**config.mk**
```make
export PLATFORM = sky130hd
export DESIGN_NAME = hbd_core
export DESIGN_NICKNAME = d
export VERILOG_FILES = /design/src/include/hbd_pkg.sv /design/src/rtl/hbd_sync.sv /design/src/rtl/hbd_fifo.sv /design/src/rtl/hbd_core.sv
export SDC_FILE = /design/constraint.sdc
export NUM_CORES = 1
export LEC_CHECK = 0
export BUFFER_PORTS_ARGS = -buffer_cell sky130_fd_sc_hd__buf_2
export CAP_MARGIN = 25
export CORE_AREA = 2 2 355 269
export CTS_CLUSTER_DIAMETER = 40
export DETAILED_ROUTE_END_ITERATION = 10
export DIE_AREA = 0 0 357 271
export HOLD_SLACK_MARGIN = 0.1
export PLACE_DENSITY = 0.54
export SLEW_MARGIN = 20
export SYNTH_ARGS = -nofsm -noshare
export SYNTH_HDL_FRONTEND = slang
export SYNTH_HIERARCHICAL = 1
export SYNTH_SLANG_ARGS = --single-unit
export TNS_END_PERCENT = 1
```
**constraint.sdc**
```tcl
create_clock -name clk -period 10.3 [get_ports clk]
set_clock_uncertainty 0.2 [all_clocks]
set_input_delay 1.03 -clock clk [delete_from_list [all_inputs] [get_ports clk]]
set_output_delay 1.03 -clock clk [all_outputs]
set_load 0.01 [all_outputs]
```
**src/include/hbd_pkg.sv**
```systemverilog
// Shared constants and types for the host bus data and arbitration block
package hbd_pkg;
   localparam int DATA_W      = 64;
   localparam int GRP_W       = 16;
   localparam int GRP_N       = 4;
   localparam int BSEL_W      = 3;
   localparam int FIFO_DEPTH  = 8;
   localparam int SYNC_STAGES = 2;
   localparam int RST_DROP_CLKS = 2;
   localparam logic [BSEL_W-1:0] BSEL_RST = 3'h0;
   localparam logic [1:0] XFER_BEATS = 2'h3;

   typedef struct packed {
      logic [DATA_W-1:0] data;
   } hbd_word_t;

   typedef struct packed {
      logic [DATA_W-1:0] data;
      logic [GRP_N-1:0]  inv;
   } hbd_beat_t;

   typedef struct packed {
      logic data_bus_in_use_n;
      logic hit;
      logic snoop_hit_modified_n;
      logic lock;
   } hbd_obs_t;

   typedef enum logic [2:0] {
      ST_IDLE = 3'b000,
      ST_REQ  = 3'b001,
      ST_WAIT = 3'b011,
      ST_DATA = 3'b010,
      ST_HALT = 3'b110
   } hbd_state_t;

   function automatic logic [4:0] hbd_popcnt16(input logic [GRP_W-1:0] v);
      logic [4:0] c;
      c = 5'h00;
      for (int i = 0; i < GRP_W; i++) begin
         c = c + {4'h0, v[i]};
      end
      return c;
   endfunction
endpackage

```
**src/rtl/hbd_sync.sv**
```systemverilog
// Two-flop synchroniser for a bundle of level inputs
`timescale 1ns/1ps
module hbd_sync
   import hbd_pkg::*;
#(
   parameter int W = 1
) (
   // Clock and reset
   input  wire logic         clk,
   input  wire logic         sys_rst,
   // Levels
   input  wire logic [W-1:0] din,
   output      logic [W-1:0] dout
);
   logic [W-1:0] s1_r, s1_nxt, s2_r, s2_nxt;

   initial begin
      if (W < 1) $error("hbd_sync: width must be positive");
   end

   always_comb begin
      s1_nxt = din;
      s2_nxt = s1_r;
   end

   always_ff @(posedge clk) begin
      if (sys_rst) begin
         s1_r <= '1;
         s2_r <= '1;
      end else begin
         s1_r <= s1_nxt;
         s2_r <= s2_nxt;
      end
   end

   assign dout = s2_r;
endmodule

```
**src/rtl/hbd_fifo.sv**
```systemverilog
// Flip-flop FIFO with valid/ready on both sides
`timescale 1ns/1ps
module hbd_fifo
   import hbd_pkg::*;
#(
   parameter int WIDTH = DATA_W,
   parameter int DEPTH = FIFO_DEPTH
) (
   // Clock and reset
   input  wire logic             clk,
   input  wire logic             sys_rst,
   // Fill side
   input  wire logic             in_valid,
   output      logic             in_ready,
   input  wire logic [WIDTH-1:0] in_data,
   // Drain side
   output      logic             out_valid,
   input  wire logic             out_ready,
   output      logic [WIDTH-1:0] out_data
);
   localparam int AW = $clog2(DEPTH);
   logic [WIDTH-1:0] mem_r [DEPTH];
   logic [WIDTH-1:0] mem_nxt [DEPTH];
   logic [AW-1:0]    wp_r, wp_nxt, rp_r, rp_nxt;
   logic [AW:0]      cnt_r, cnt_nxt;
   logic             push, pop;

   initial begin
      if (DEPTH < 2 || (1 << AW) != DEPTH) $error("hbd_fifo: depth must be a power of two");
   end

   assign in_ready  = (cnt_r != DEPTH[AW:0]);
   assign out_valid = (cnt_r != '0);
   assign out_data  = mem_r[rp_r];
   assign push      = in_valid && in_ready;
   assign pop       = out_valid && out_ready;

   always_comb begin
      mem_nxt = mem_r;
      wp_nxt  = wp_r;
      rp_nxt  = rp_r;
      cnt_nxt = cnt_r;
      if (push) begin
         mem_nxt[wp_r] = in_data;
         wp_nxt = wp_r + 1'b1;
      end
      if (pop) begin
         rp_nxt = rp_r + 1'b1;
      end
      if (push && !pop) begin
         cnt_nxt = cnt_r + 1'b1;
      end else if (pop && !push) begin
         cnt_nxt = cnt_r - 1'b1;
      end
   end

   always_ff @(posedge clk) begin
      if (sys_rst) begin
         wp_r  <= '0;
         rp_r  <= '0;
         cnt_r <= '0;
      end else begin
         wp_r  <= wp_nxt;
         rp_r  <= rp_nxt;
         cnt_r <= cnt_nxt;
      end
      mem_r <= mem_nxt;
   end
endmodule

```
**src/rtl/hbd_core.sv**
```systemverilog
// Host bus arbitration and quad-pumped data phase, device side
//
// What this block does
// - While the priority request is seen active, no new request is issued except inside a lock.
// - The device asks for the bus on its own symmetric request output.
// - The device drives a three-bit frequency select that all agents follow.
// - Data splits into four 16-bit groups, group n latched by strobe pair n.
// - A group is sent inverted when more than half its bits would otherwise toggle.
// - Inversion flag n is active exactly when group n is inverted; received groups are restored.
// - The data driver marks each valid transfer with data-ready.
// - The data driver holds data-busy while it owns the data bus.
// - Both snoop lines together request a snoop stall; reasserting them extends it.
// - Internal fault output stays active until reset, bus initialise or initialise.
// - An internal fault raised while the state machine is idle is followed by a halt notice transaction.
// - The device drives data input power control during frequency switching.
// - On reset all bus outputs drop within two bus clocks.
`timescale 1ns/1ps
module hbd_core
   import hbd_pkg::*;
#(
   parameter int DW = DATA_W
) (
   // Clock and reset
   input  wire logic                clk,
   input  wire logic                sys_rst,
   // Link clock from the bus
   input  wire logic                bus_clk,
   // Arbitration
   input  wire logic                priority_bus_request_n,
   output      logic                symmetric_bus_request_n,
   input  wire logic                bus_lock_n,
   input  wire logic                order_n_a,
   output      logic                order_n_a_seen,
   // Frequency select and input power
   input  wire logic [BSEL_W-1:0]   freq_sel_cfg,
   input  wire logic                freq_switch,
   output      logic [BSEL_W-1:0]   bus_freq_select,
   output      logic                data_input_power_ctl_n,
   // Snoop
   input  wire logic                snoop_hit_n_i,
   input  wire logic                snoop_hit_modified_n_i,
   input  wire logic                snoop_stall_req,
   output      logic                snoop_hit_n_o,
   output      logic                snoop_hit_modified_n_o,
   output      logic                snoop_hit_oe,
   output      logic                snoop_stalled,
   // Errors and initialisation
   input  wire logic                fault_event,
   input  wire logic                bus_initialize_n,
   input  wire logic                init_n,
   output      logic                internal_fault_n,
   output      logic                halt_notice_transaction,
   // Data pins
   input  wire logic [DW-1:0]       data_n_i,
   output      logic [DW-1:0]       data_n_o,
   output      logic                data_oe,
   input  wire logic [GRP_N-1:0]    group_invert_flag_n_i,
   output      logic [GRP_N-1:0]    group_invert_flag_n_o,
   input  wire logic [GRP_N-1:0]    data_strobe_pos_n_i,
   input  wire logic [GRP_N-1:0]    data_strobe_neg_n_i,
   output      logic [GRP_N-1:0]    data_strobe_pos_n_o,
   output      logic [GRP_N-1:0]    data_strobe_neg_n_o,
   input  wire logic                data_valid_n_i,
   output      logic                data_valid_n_o,
   input  wire logic                data_bus_in_use_n_i,
   output      logic                data_bus_in_use_n_o,
   output      logic                ctl_oe,
   // User write stream
   input  wire logic                wr_valid,
   output      logic                wr_ready,
   input  wire logic [DW-1:0]       wr_data,
   // User read stream
   output      logic                rd_valid,
   output      logic [DW-1:0]       rd_data
);
   initial begin
      if (DW != GRP_N * GRP_W) $error("hbd_core: data width must be four 16-bit groups");
   end

   ////////////////////////////////////////////////////////////////////////////
   // Input synchronisers
   localparam int SW = 8 + 2 * GRP_N;
   logic [SW-1:0] raw, syn;
   logic bclk_s, priority_bus_request_n_s, lock_s, order_n_a_s, hit_s, snoop_hit_modified_n_s, data_valid_n_s, data_bus_in_use_n_s;
   logic [GRP_N-1:0] stp_s, stn_s;

   assign raw = {bus_clk, priority_bus_request_n, bus_lock_n, order_n_a,
                 snoop_hit_n_i, snoop_hit_modified_n_i, data_valid_n_i,
                 data_bus_in_use_n_i, data_strobe_pos_n_i, data_strobe_neg_n_i};

   hbd_sync #(.W(SW)) u_sync (
      .clk     (clk),
      .sys_rst (sys_rst),
      .din     (raw),
      .dout    (syn)
   );

   assign {bclk_s, priority_bus_request_n_s, lock_s, order_n_a_s, hit_s, snoop_hit_modified_n_s, data_valid_n_s, data_bus_in_use_n_s, stp_s, stn_s} = syn;

   // Data pins are sampled twice before use
   logic [DW-1:0]    d1_r, d2_r;
   logic [GRP_N-1:0] i1_r, i2_r;
   always_ff @(posedge clk) begin
      d1_r <= data_n_i;
      d2_r <= d1_r;
      i1_r <= group_invert_flag_n_i;
      i2_r <= i1_r;
   end

   ////////////////////////////////////////////////////////////////////////////
   // Edge detect on link clock and strobes
   logic             bclk_q_r;
   logic [GRP_N-1:0] stp_q_r, stn_q_r;
   logic             bclk_rise;
   logic [GRP_N-1:0] stb_edge;

   always_ff @(posedge clk) begin
      bclk_q_r <= bclk_s;
      stp_q_r  <= stp_s;
      stn_q_r  <= stn_s;
   end
   assign bclk_rise = bclk_s && !bclk_q_r;
   assign stb_edge  = (stp_q_r & ~stp_s) | (stn_q_r & ~stn_s);

   ////////////////////////////////////////////////////////////////////////////
   // Write FIFO
   logic          f_valid, f_ready;
   logic [DW-1:0] f_data;

   hbd_fifo #(.WIDTH(DW), .DEPTH(FIFO_DEPTH)) u_fifo (
      .clk       (clk),
      .sys_rst   (sys_rst),
      .in_valid  (wr_valid),
      .in_ready  (wr_ready),
      .in_data   (wr_data),
      .out_valid (f_valid),
      .out_ready (f_ready),
      .out_data  (f_data)
   );

   ////////////////////////////////////////////////////////////////////////////
   // Arbitration and data driver state
   hbd_state_t       st_r, st_nxt;
   logic [1:0]       beat_r, beat_nxt;
   logic [DW-1:0]    last_r, last_nxt;
   logic [DW-1:0]    dout_r, dout_nxt;
   logic [GRP_N-1:0] inv_r, inv_nxt;
   logic             fault_r, fault_nxt;
   logic             halt_r, halt_nxt;
   logic             stall_r, stall_nxt;
   logic             order_n_a_r, order_n_a_nxt;
   logic             stbp_r, stbp_nxt;
   logic             drive_r, drive_nxt;
   logic [BSEL_W-1:0] bsel_r, bsel_nxt;
   logic             data_input_power_ctl_n_r, data_input_power_ctl_n_nxt;
   logic [1:0]       rst_cnt_r, rst_cnt_nxt;
   logic             pri_hold, in_lock, bus_free;

   assign pri_hold = !priority_bus_request_n_s;
   assign in_lock  = !lock_s;
   assign bus_free = data_bus_in_use_n_s;

   always_comb begin
      st_nxt      = st_r;
      beat_nxt    = beat_r;
      last_nxt    = last_r;
      dout_nxt    = dout_r;
      inv_nxt     = inv_r;
      fault_nxt   = fault_r;
      halt_nxt    = 1'b0;
      stall_nxt   = stall_r;
      order_n_a_nxt   = order_n_a_r;
      stbp_nxt    = stbp_r;
      drive_nxt   = drive_r;
      bsel_nxt    = freq_sel_cfg;
      data_input_power_ctl_n_nxt    = !freq_switch;
      rst_cnt_nxt = (rst_cnt_r == '0) ? rst_cnt_r : rst_cnt_r - 2'h1;
      f_ready     = 1'b0;
      if (fault_event) begin
         fault_nxt = 1'b1;
      end else if (!bus_initialize_n || !init_n) begin
         fault_nxt = 1'b0;
      end
      if (bclk_rise) begin
         if (!hit_s && !snoop_hit_modified_n_s) begin
            stall_nxt = 1'b1;
         end else begin
            stall_nxt = 1'b0;
         end
         if (!order_n_a_s) begin
            order_n_a_nxt = 1'b1;
         end
      end
      case (st_r)
         ST_IDLE: begin
            drive_nxt = 1'b0;
            if (fault_nxt && !fault_r) begin
               st_nxt = ST_HALT;
            end else if (f_valid && (!pri_hold || in_lock)) begin
               st_nxt = ST_REQ;
               order_n_a_nxt = 1'b0;
            end
         end
         ST_REQ: begin
            if (pri_hold && !in_lock) begin
               st_nxt = ST_IDLE;
            end else if (bclk_rise) begin
               st_nxt = ST_WAIT;
            end
         end
         ST_WAIT: begin
            if (bclk_rise && bus_free && !stall_r) begin
               st_nxt    = ST_DATA;
               beat_nxt  = '0;
               drive_nxt = 1'b1;
            end
         end
         ST_DATA: begin
            if (bclk_rise) begin
               for (int g = 0; g < GRP_N; g++) begin
                  if (hbd_popcnt16(f_data[g*GRP_W +: GRP_W] ^ last_r[g*GRP_W +: GRP_W])
                      > 5'(GRP_W / 2)) begin
                     dout_nxt[g*GRP_W +: GRP_W] = ~f_data[g*GRP_W +: GRP_W];
                     inv_nxt[g] = 1'b1;
                  end else begin
                     dout_nxt[g*GRP_W +: GRP_W] = f_data[g*GRP_W +: GRP_W];
                     inv_nxt[g] = 1'b0;
                  end
               end
               last_nxt = dout_nxt;
               f_ready  = 1'b1;
               stbp_nxt = !stbp_r;
               beat_nxt = beat_r + 2'h1;
               if (beat_r == XFER_BEATS || !f_valid) begin
                  st_nxt = ST_IDLE;
               end
            end
         end
         ST_HALT: begin
            halt_nxt = 1'b1;
            st_nxt   = ST_IDLE;
         end
         default: st_nxt = ST_IDLE;
      endcase
      if (!f_valid && st_r == ST_DATA) begin
         f_ready = 1'b0;
      end
   end

   always_ff @(posedge clk) begin
      if (sys_rst) begin
         st_r      <= ST_IDLE;
         beat_r    <= '0;
         last_r    <= '0;
         dout_r    <= '0;
         inv_r     <= '0;
         fault_r   <= 1'b0;
         halt_r    <= 1'b0;
         stall_r   <= 1'b0;
         order_n_a_r   <= 1'b0;
         stbp_r    <= 1'b0;
         drive_r   <= 1'b0;
         bsel_r    <= BSEL_RST;
         data_input_power_ctl_n_r    <= 1'b1;
         rst_cnt_r <= 2'(RST_DROP_CLKS);
      end else begin
         st_r      <= st_nxt;
         beat_r    <= beat_nxt;
         last_r    <= last_nxt;
         dout_r    <= dout_nxt;
         inv_r     <= inv_nxt;
         fault_r   <= fault_nxt;
         halt_r    <= halt_nxt;
         stall_r   <= stall_nxt;
         order_n_a_r   <= order_n_a_nxt;
         stbp_r    <= stbp_nxt;
         drive_r   <= drive_nxt;
         bsel_r    <= bsel_nxt;
         data_input_power_ctl_n_r    <= data_input_power_ctl_n_nxt;
         rst_cnt_r <= rst_cnt_nxt;
      end
   end

   ////////////////////////////////////////////////////////////////////////////
   // Receive path
   logic [DW-1:0] rd_r, rd_nxt;
   logic          rv_r, rv_nxt;

   always_comb begin
      rd_nxt = rd_r;
      rv_nxt = 1'b0;
      for (int g = 0; g < GRP_N; g++) begin
         if (stb_edge[g] && !drive_r) begin
            rd_nxt[g*GRP_W +: GRP_W] = !i2_r[g] ? d2_r[g*GRP_W +: GRP_W]
                                                : ~d2_r[g*GRP_W +: GRP_W];
         end
      end
      if (stb_edge[GRP_N-1] && !drive_r && !data_valid_n_s) begin
         rv_nxt = 1'b1;
      end
   end

   always_ff @(posedge clk) begin
      if (sys_rst) begin
         rd_r <= '0;
         rv_r <= 1'b0;
      end else begin
         rd_r <= rd_nxt;
         rv_r <= rv_nxt;
      end
   end

   ////////////////////////////////////////////////////////////////////////////
   // Outputs
   logic bus_ok;
   assign bus_ok = !sys_rst;

   assign symmetric_bus_request_n = !(bus_ok && (st_r == ST_REQ || st_r == ST_WAIT
                                     || st_r == ST_DATA));
   assign bus_freq_select        = bsel_r;
   assign data_input_power_ctl_n = data_input_power_ctl_n_r;
   assign order_n_a_seen             = order_n_a_r;
   assign snoop_stalled          = stall_r;
   assign snoop_hit_oe           = bus_ok && snoop_stall_req;
   assign snoop_hit_n_o          = !snoop_hit_oe;
   assign snoop_hit_modified_n_o = !snoop_hit_oe;
   assign internal_fault_n       = !fault_r;
   assign halt_notice_transaction = halt_r;
   assign data_oe                = bus_ok && drive_r;
   assign ctl_oe                 = bus_ok && drive_r;
   assign data_n_o               = ~dout_r;
   assign group_invert_flag_n_o  = ~inv_r;
   assign data_strobe_pos_n_o    = {GRP_N{!stbp_r}};
   assign data_strobe_neg_n_o    = {GRP_N{stbp_r}};
   assign data_valid_n_o         = !(drive_r && st_r == ST_DATA);
   assign data_bus_in_use_n_o    = !drive_r;
   assign rd_valid               = rv_r;
   assign rd_data                = rd_r;
endmodule

```
==> parameters.txt <==
Parameter                              Value

Run status
  Run status ... complete, no violations

Logic synthesis
  Async SR Flop Fraction ... 0%
  Mapped Area ... about 32,000 sq um
  Top FF cell, synth ... sky130_fd_sc_hd__edfxtp_1
  Post-synthesis cell count ... 2,006
  Top-count cell post-synth ... sky130_fd_sc_hd__edfxtp_1
  Post-synth net total ... about 2,200
  Post-Syn Area per Cell ... about 16 sq um
  Fraction of the yosys area taken by sequential cells ... ~70%
  Number of distinct library cell variants in the gate-level netlist after synthesis ... between 50 and 60
  Number of enable flip-flop cells after synthesis ... about 510
  Biggest area consumer among synthesized cells ... sky130_fd_sc_hd__edfxtp_1
  Dominant cells by area after synthesis ... sky130_fd_sc_hd__edfxtp_1 (47%), sky130_fd_sc_hd__dfxtp_1 (21%), sky130_fd_sc_hd__mux4_2 (8.9%)
  Yosys warns ... 6
  Count of state elements after synthesis ... between 800 and 900
  Most used standard cells in the synthesized netlist ... sky130_fd_sc_hd__edfxtp_1 (512), sky130_fd_sc_hd__dfxtp_1 (335), sky130_fd_sc_hd__nor2_1 (162)
  Top cell type's share of synthesized area ... 47.45%

GRT
  Total GRT Usage ... 15.32%
  Initial antenna violation count ... 16
  First-pass GRT wire length ... 112.1 mm
  Remaining Overflow, GRT ... 0
  Pin count of the biggest net entering global routing ... 96
  Via count of the first global-routing pass ... 18,055

Critical path
  R2r setup slk ... 3.08 ns
  Crit path cell chain ... buf_12 > buf_12 > mux4_2 > mux2_2 > xnor2_1 > fa_1 > inv_1 > fa_1 > fa_1 > inv_1 > fa_1 > inv_1 > ha_1 > inv_1 > fa_1 > nor4bb_1 > nor3_1 > o211ai_2 > buf_8 > xor2_1 > a211oi_1
  Arrival time reported for the critical path endpoint ... 7.51 ns
  Slowest cell on crit path ... sky130_fd_sc_hd__dfxtp_4
  Crit path buffers/inverters ... 7
  Source of the worst register-to-register timing path ... u_fifo/rp_r[0]$_SDFFE_PP0P_
  Critical path's top delay family ... adder cells
  Largest fanout on the critical path ... 46
  End of the worst register-to-register path ... dout_r[26]$_SDFFE_PP0P_
  Element type at the critical path start ... register
  Required time at the endpoint of the critical path ... 10.59 ns
  CP peak stage delay ... ~0.66 ns
  Endpoint type of the worst setup path ... register
  Cell repeated most along the worst path ... sky130_fd_sc_hd__fa_1
  Depth of the worst register-to-register path ... 21
  Crit Path Class ... reg2reg

Power and ir drop
  Power density cells ... just over 300 nW/um^2
  Max IR drop VDD ... 0.4418 mV
  Post-layout total power ... about 12 mW
  Static power due to leakage ... ~14 nW

Clock tree
  TritonCTS clock tree ... yes
  Number of buffers created by CTS ... ~110
  Clock latency on the worst-skew pair ... roughly 0.67 ns
  Library cell used as clock root buffer ... sky130_fd_sc_hd__clkbuf_16
  Post-CTS clock slew at the launch and capture registers of the worst setup and hold paths ... ~0.060 ns
  Number of buffers between clock root and the deepest sink ... 3
  Hold-fix buffer count after cts ... 0
  Post-CTS Setup Inserts ... 0
  PostCTS Resize Cnt ... 0
  Clock H-tree levels ... 3
  Number of sinks on the clock net ... around 850

Routing
  Count of routing violations after the opening detailed-route iteration ... about 1,100
  First-pass DRT Iterations ... 5
  Average wire per standard cell ... around 20 um
  Post-route ant nets ... 0
  Number of remaining DRC errors ... 0
  Vias after detailed routing ... 17,497
  Vias per inst ... roughly 4.7
  Total wirelength of the detailed-routed design ... 74.19 mm

Timing
  Slew at the pin closest to its max-slew limit ... 1.079 ns
  Worst slew margin ... between 20% and 30%
  Max Transition Viols Final ... 0
  Max Clk Rate ... 138.5 MHz
  Count of endpoints failing setup in the final report ... 0
  Hold Vio Cnt, Final ... 0
  Part of the cycle the worst path needs ... ~70%
  Hold slack final ... between 0.1 and 0.15 ns
  Total Negative Setup Slacks ... 0 ns
  Fin crit period ... about 7.2 ns
  Crit path setup slack, layout ... between 3 and 4 ns
  Setup repair after global routing missed its margin ... false

Die
  Full die area ... ~97,000 sq um
  Initial Util ... 34.85%
  Floorplan core area ... about 93,000 sq um
  Io pins ... ~320
  Die Y ... 271 um
  Std-Cell Rows ... 97
  X dimension of the die ... 357 um

Worst hold path
  Class of the most critical hold timing path ... reg2reg
  Hold Path End ... d2_r[16]$_DFF_P_
  Hold_sp ... d1_r[16]$_DFF_P_
  Depth of the worst hold-timing path ... 0

Place
  GPL Wtd Cong ... 0.7730
  IO buf count ... about 320
  Setup WS pre-CTS ... between 2 and 3 ns
  Hpwl dp ... around 45 mm

Layout
  Filler Cell Count ... ~8,400
  Area overhead of the layout relative to synthesis ... 21.20%
  Fin nets ... between 2,000 and 3,000
  Ratio of cells with drive above 1 in the final layout ... a little under a third

Job
  Max_cap viols ... 0
## worst max-delay path by stage
| stage | start | endpoint | slack (ns) | cells after the start |
|---|---|---|---|---|
| after floorplan | wr_valid | u_fifo/mem_r[448]$_DFFE_PP_ | 2.21 | 2 |
| after global placement | u_fifo/rp_r[0]$_SDFFE_PP0P_ | inv_r[1]$_SDFFE_PP0P_ | 2.68 | 19 |
| after detailed placement | u_fifo/rp_r[0]$_SDFFE_PP0P_ | dout_r[31]$_SDFFE_PP0P_ | 2.86 | 20 |
| after CTS | u_fifo/rp_r[0]$_SDFFE_PP0P_ | dout_r[31]$_SDFFE_PP0P_ | 2.85 | 20 |
| after global routing | u_fifo/rp_r[0]$_SDFFE_PP0P_ | dout_r[31]$_SDFFE_PP0P_ | 2.62 | 21 |
| final | u_fifo/rp_r[0]$_SDFFE_PP0P_ | dout_r[26]$_SDFFE_PP0P_ | 3.08 | 21 |
## registers in the layout, indices dropped and copies added, names as in the netlist, 16 cells and up
| name | count |
|---|---|
| d2_r | 64 |
| d1_r | 64 |
| u_fifo/mem_r | 512 |
| u_sync/dout | 16 |
| rd_data | 64 |
| dout_r | 64 |
| u_sync/s1_r | 16 |
## layout by cell type (no fill, tap or decap), types with 67 or more instances in the layout
master and n:
sky130_fd_sc_hd__mux2_2 67, sky130_fd_sc_hd__clkbuf_16 117, sky130_fd_sc_hd__xor2_1 81, sky130_fd_sc_hd__xnor2_1 102
sky130_fd_sc_hd__buf_2 315, sky130_fd_sc_hd__a211oi_1 106, sky130_fd_sc_hd__mux4_2 128, sky130_fd_sc_hd__inv_1 122
sky130_fd_sc_hd__edfxtp_1 512, sky130_fd_sc_hd__dfxtp_1 332, sky130_fd_sc_hd__nor2_1 159
## power by group
| group | switching [mW] | leakage, nW | internal (mW) |
|---|---|---|---|
| clock | 1.55 | 1.91 | 2.41 |
| combinational | 2.42 | 4.33 | 1.79 |
| sequential | 0.0786 | 7.42 | 3.80 |
## cell families (layout without fill, tap and decap cells)
logic type	count (synthesis)	in the layout	synth area share, %
flops	847	847	68.15
simple gates	290	290	4.371
buf+inv	236	683	3.348
mux	199	199	11.35
compound gates	184	184	4.302
xor+xnor	183	183	4.947
fa+ha+maj	67	67	3.537
other cells	0	9	0
## per-layer routing
| layer | global-route usage [%] | vias to the layer above | part of all wire (%) |
|---|---|---|---|
| met5 | 0 | - | 0.055 |
| met4 | 4.710 | 6 | 2.5 |
| met1 | 20.68 | 8907 | 44 |
| li1 | - | 8106 | - |
| met2 | 24.84 | 338 | 49 |
| met3 | 3.103 | 140 | 4.5 |
## stage by stage
stage          util (%)  area (sq um)  instances
3_5_place_dp      37.95         35280       3474
6_report          42.24         39270       3699
5_1_grt           42.23         39260       3695
4_1_cts           42.18         39220       3688
3_3_place_gp      37.92         35250       3472
2_1_floorplan         -         32400       2006
## cell type report
| type | instances | area [sq um] | area share (%) |
|---|---|---|---|
| flip-flops and latches | 847 | 22090 | 56.26 |
| multi-input cells | 923 | 9328 | 23.75 |
| diodes | 9 | 22.52 | 0.05735 |
| inverters | 122 | 457.9 | 1.166 |
| repair buffers | 347 | 1889 | 4.811 |
| clock inverters | 80 | 889.6 | 2.265 |
| well taps | 1237 | 1548 | 3.941 |
| clock buffers | 134 | 3043 | 7.749 |
Power figures use the tool's default switching activity.
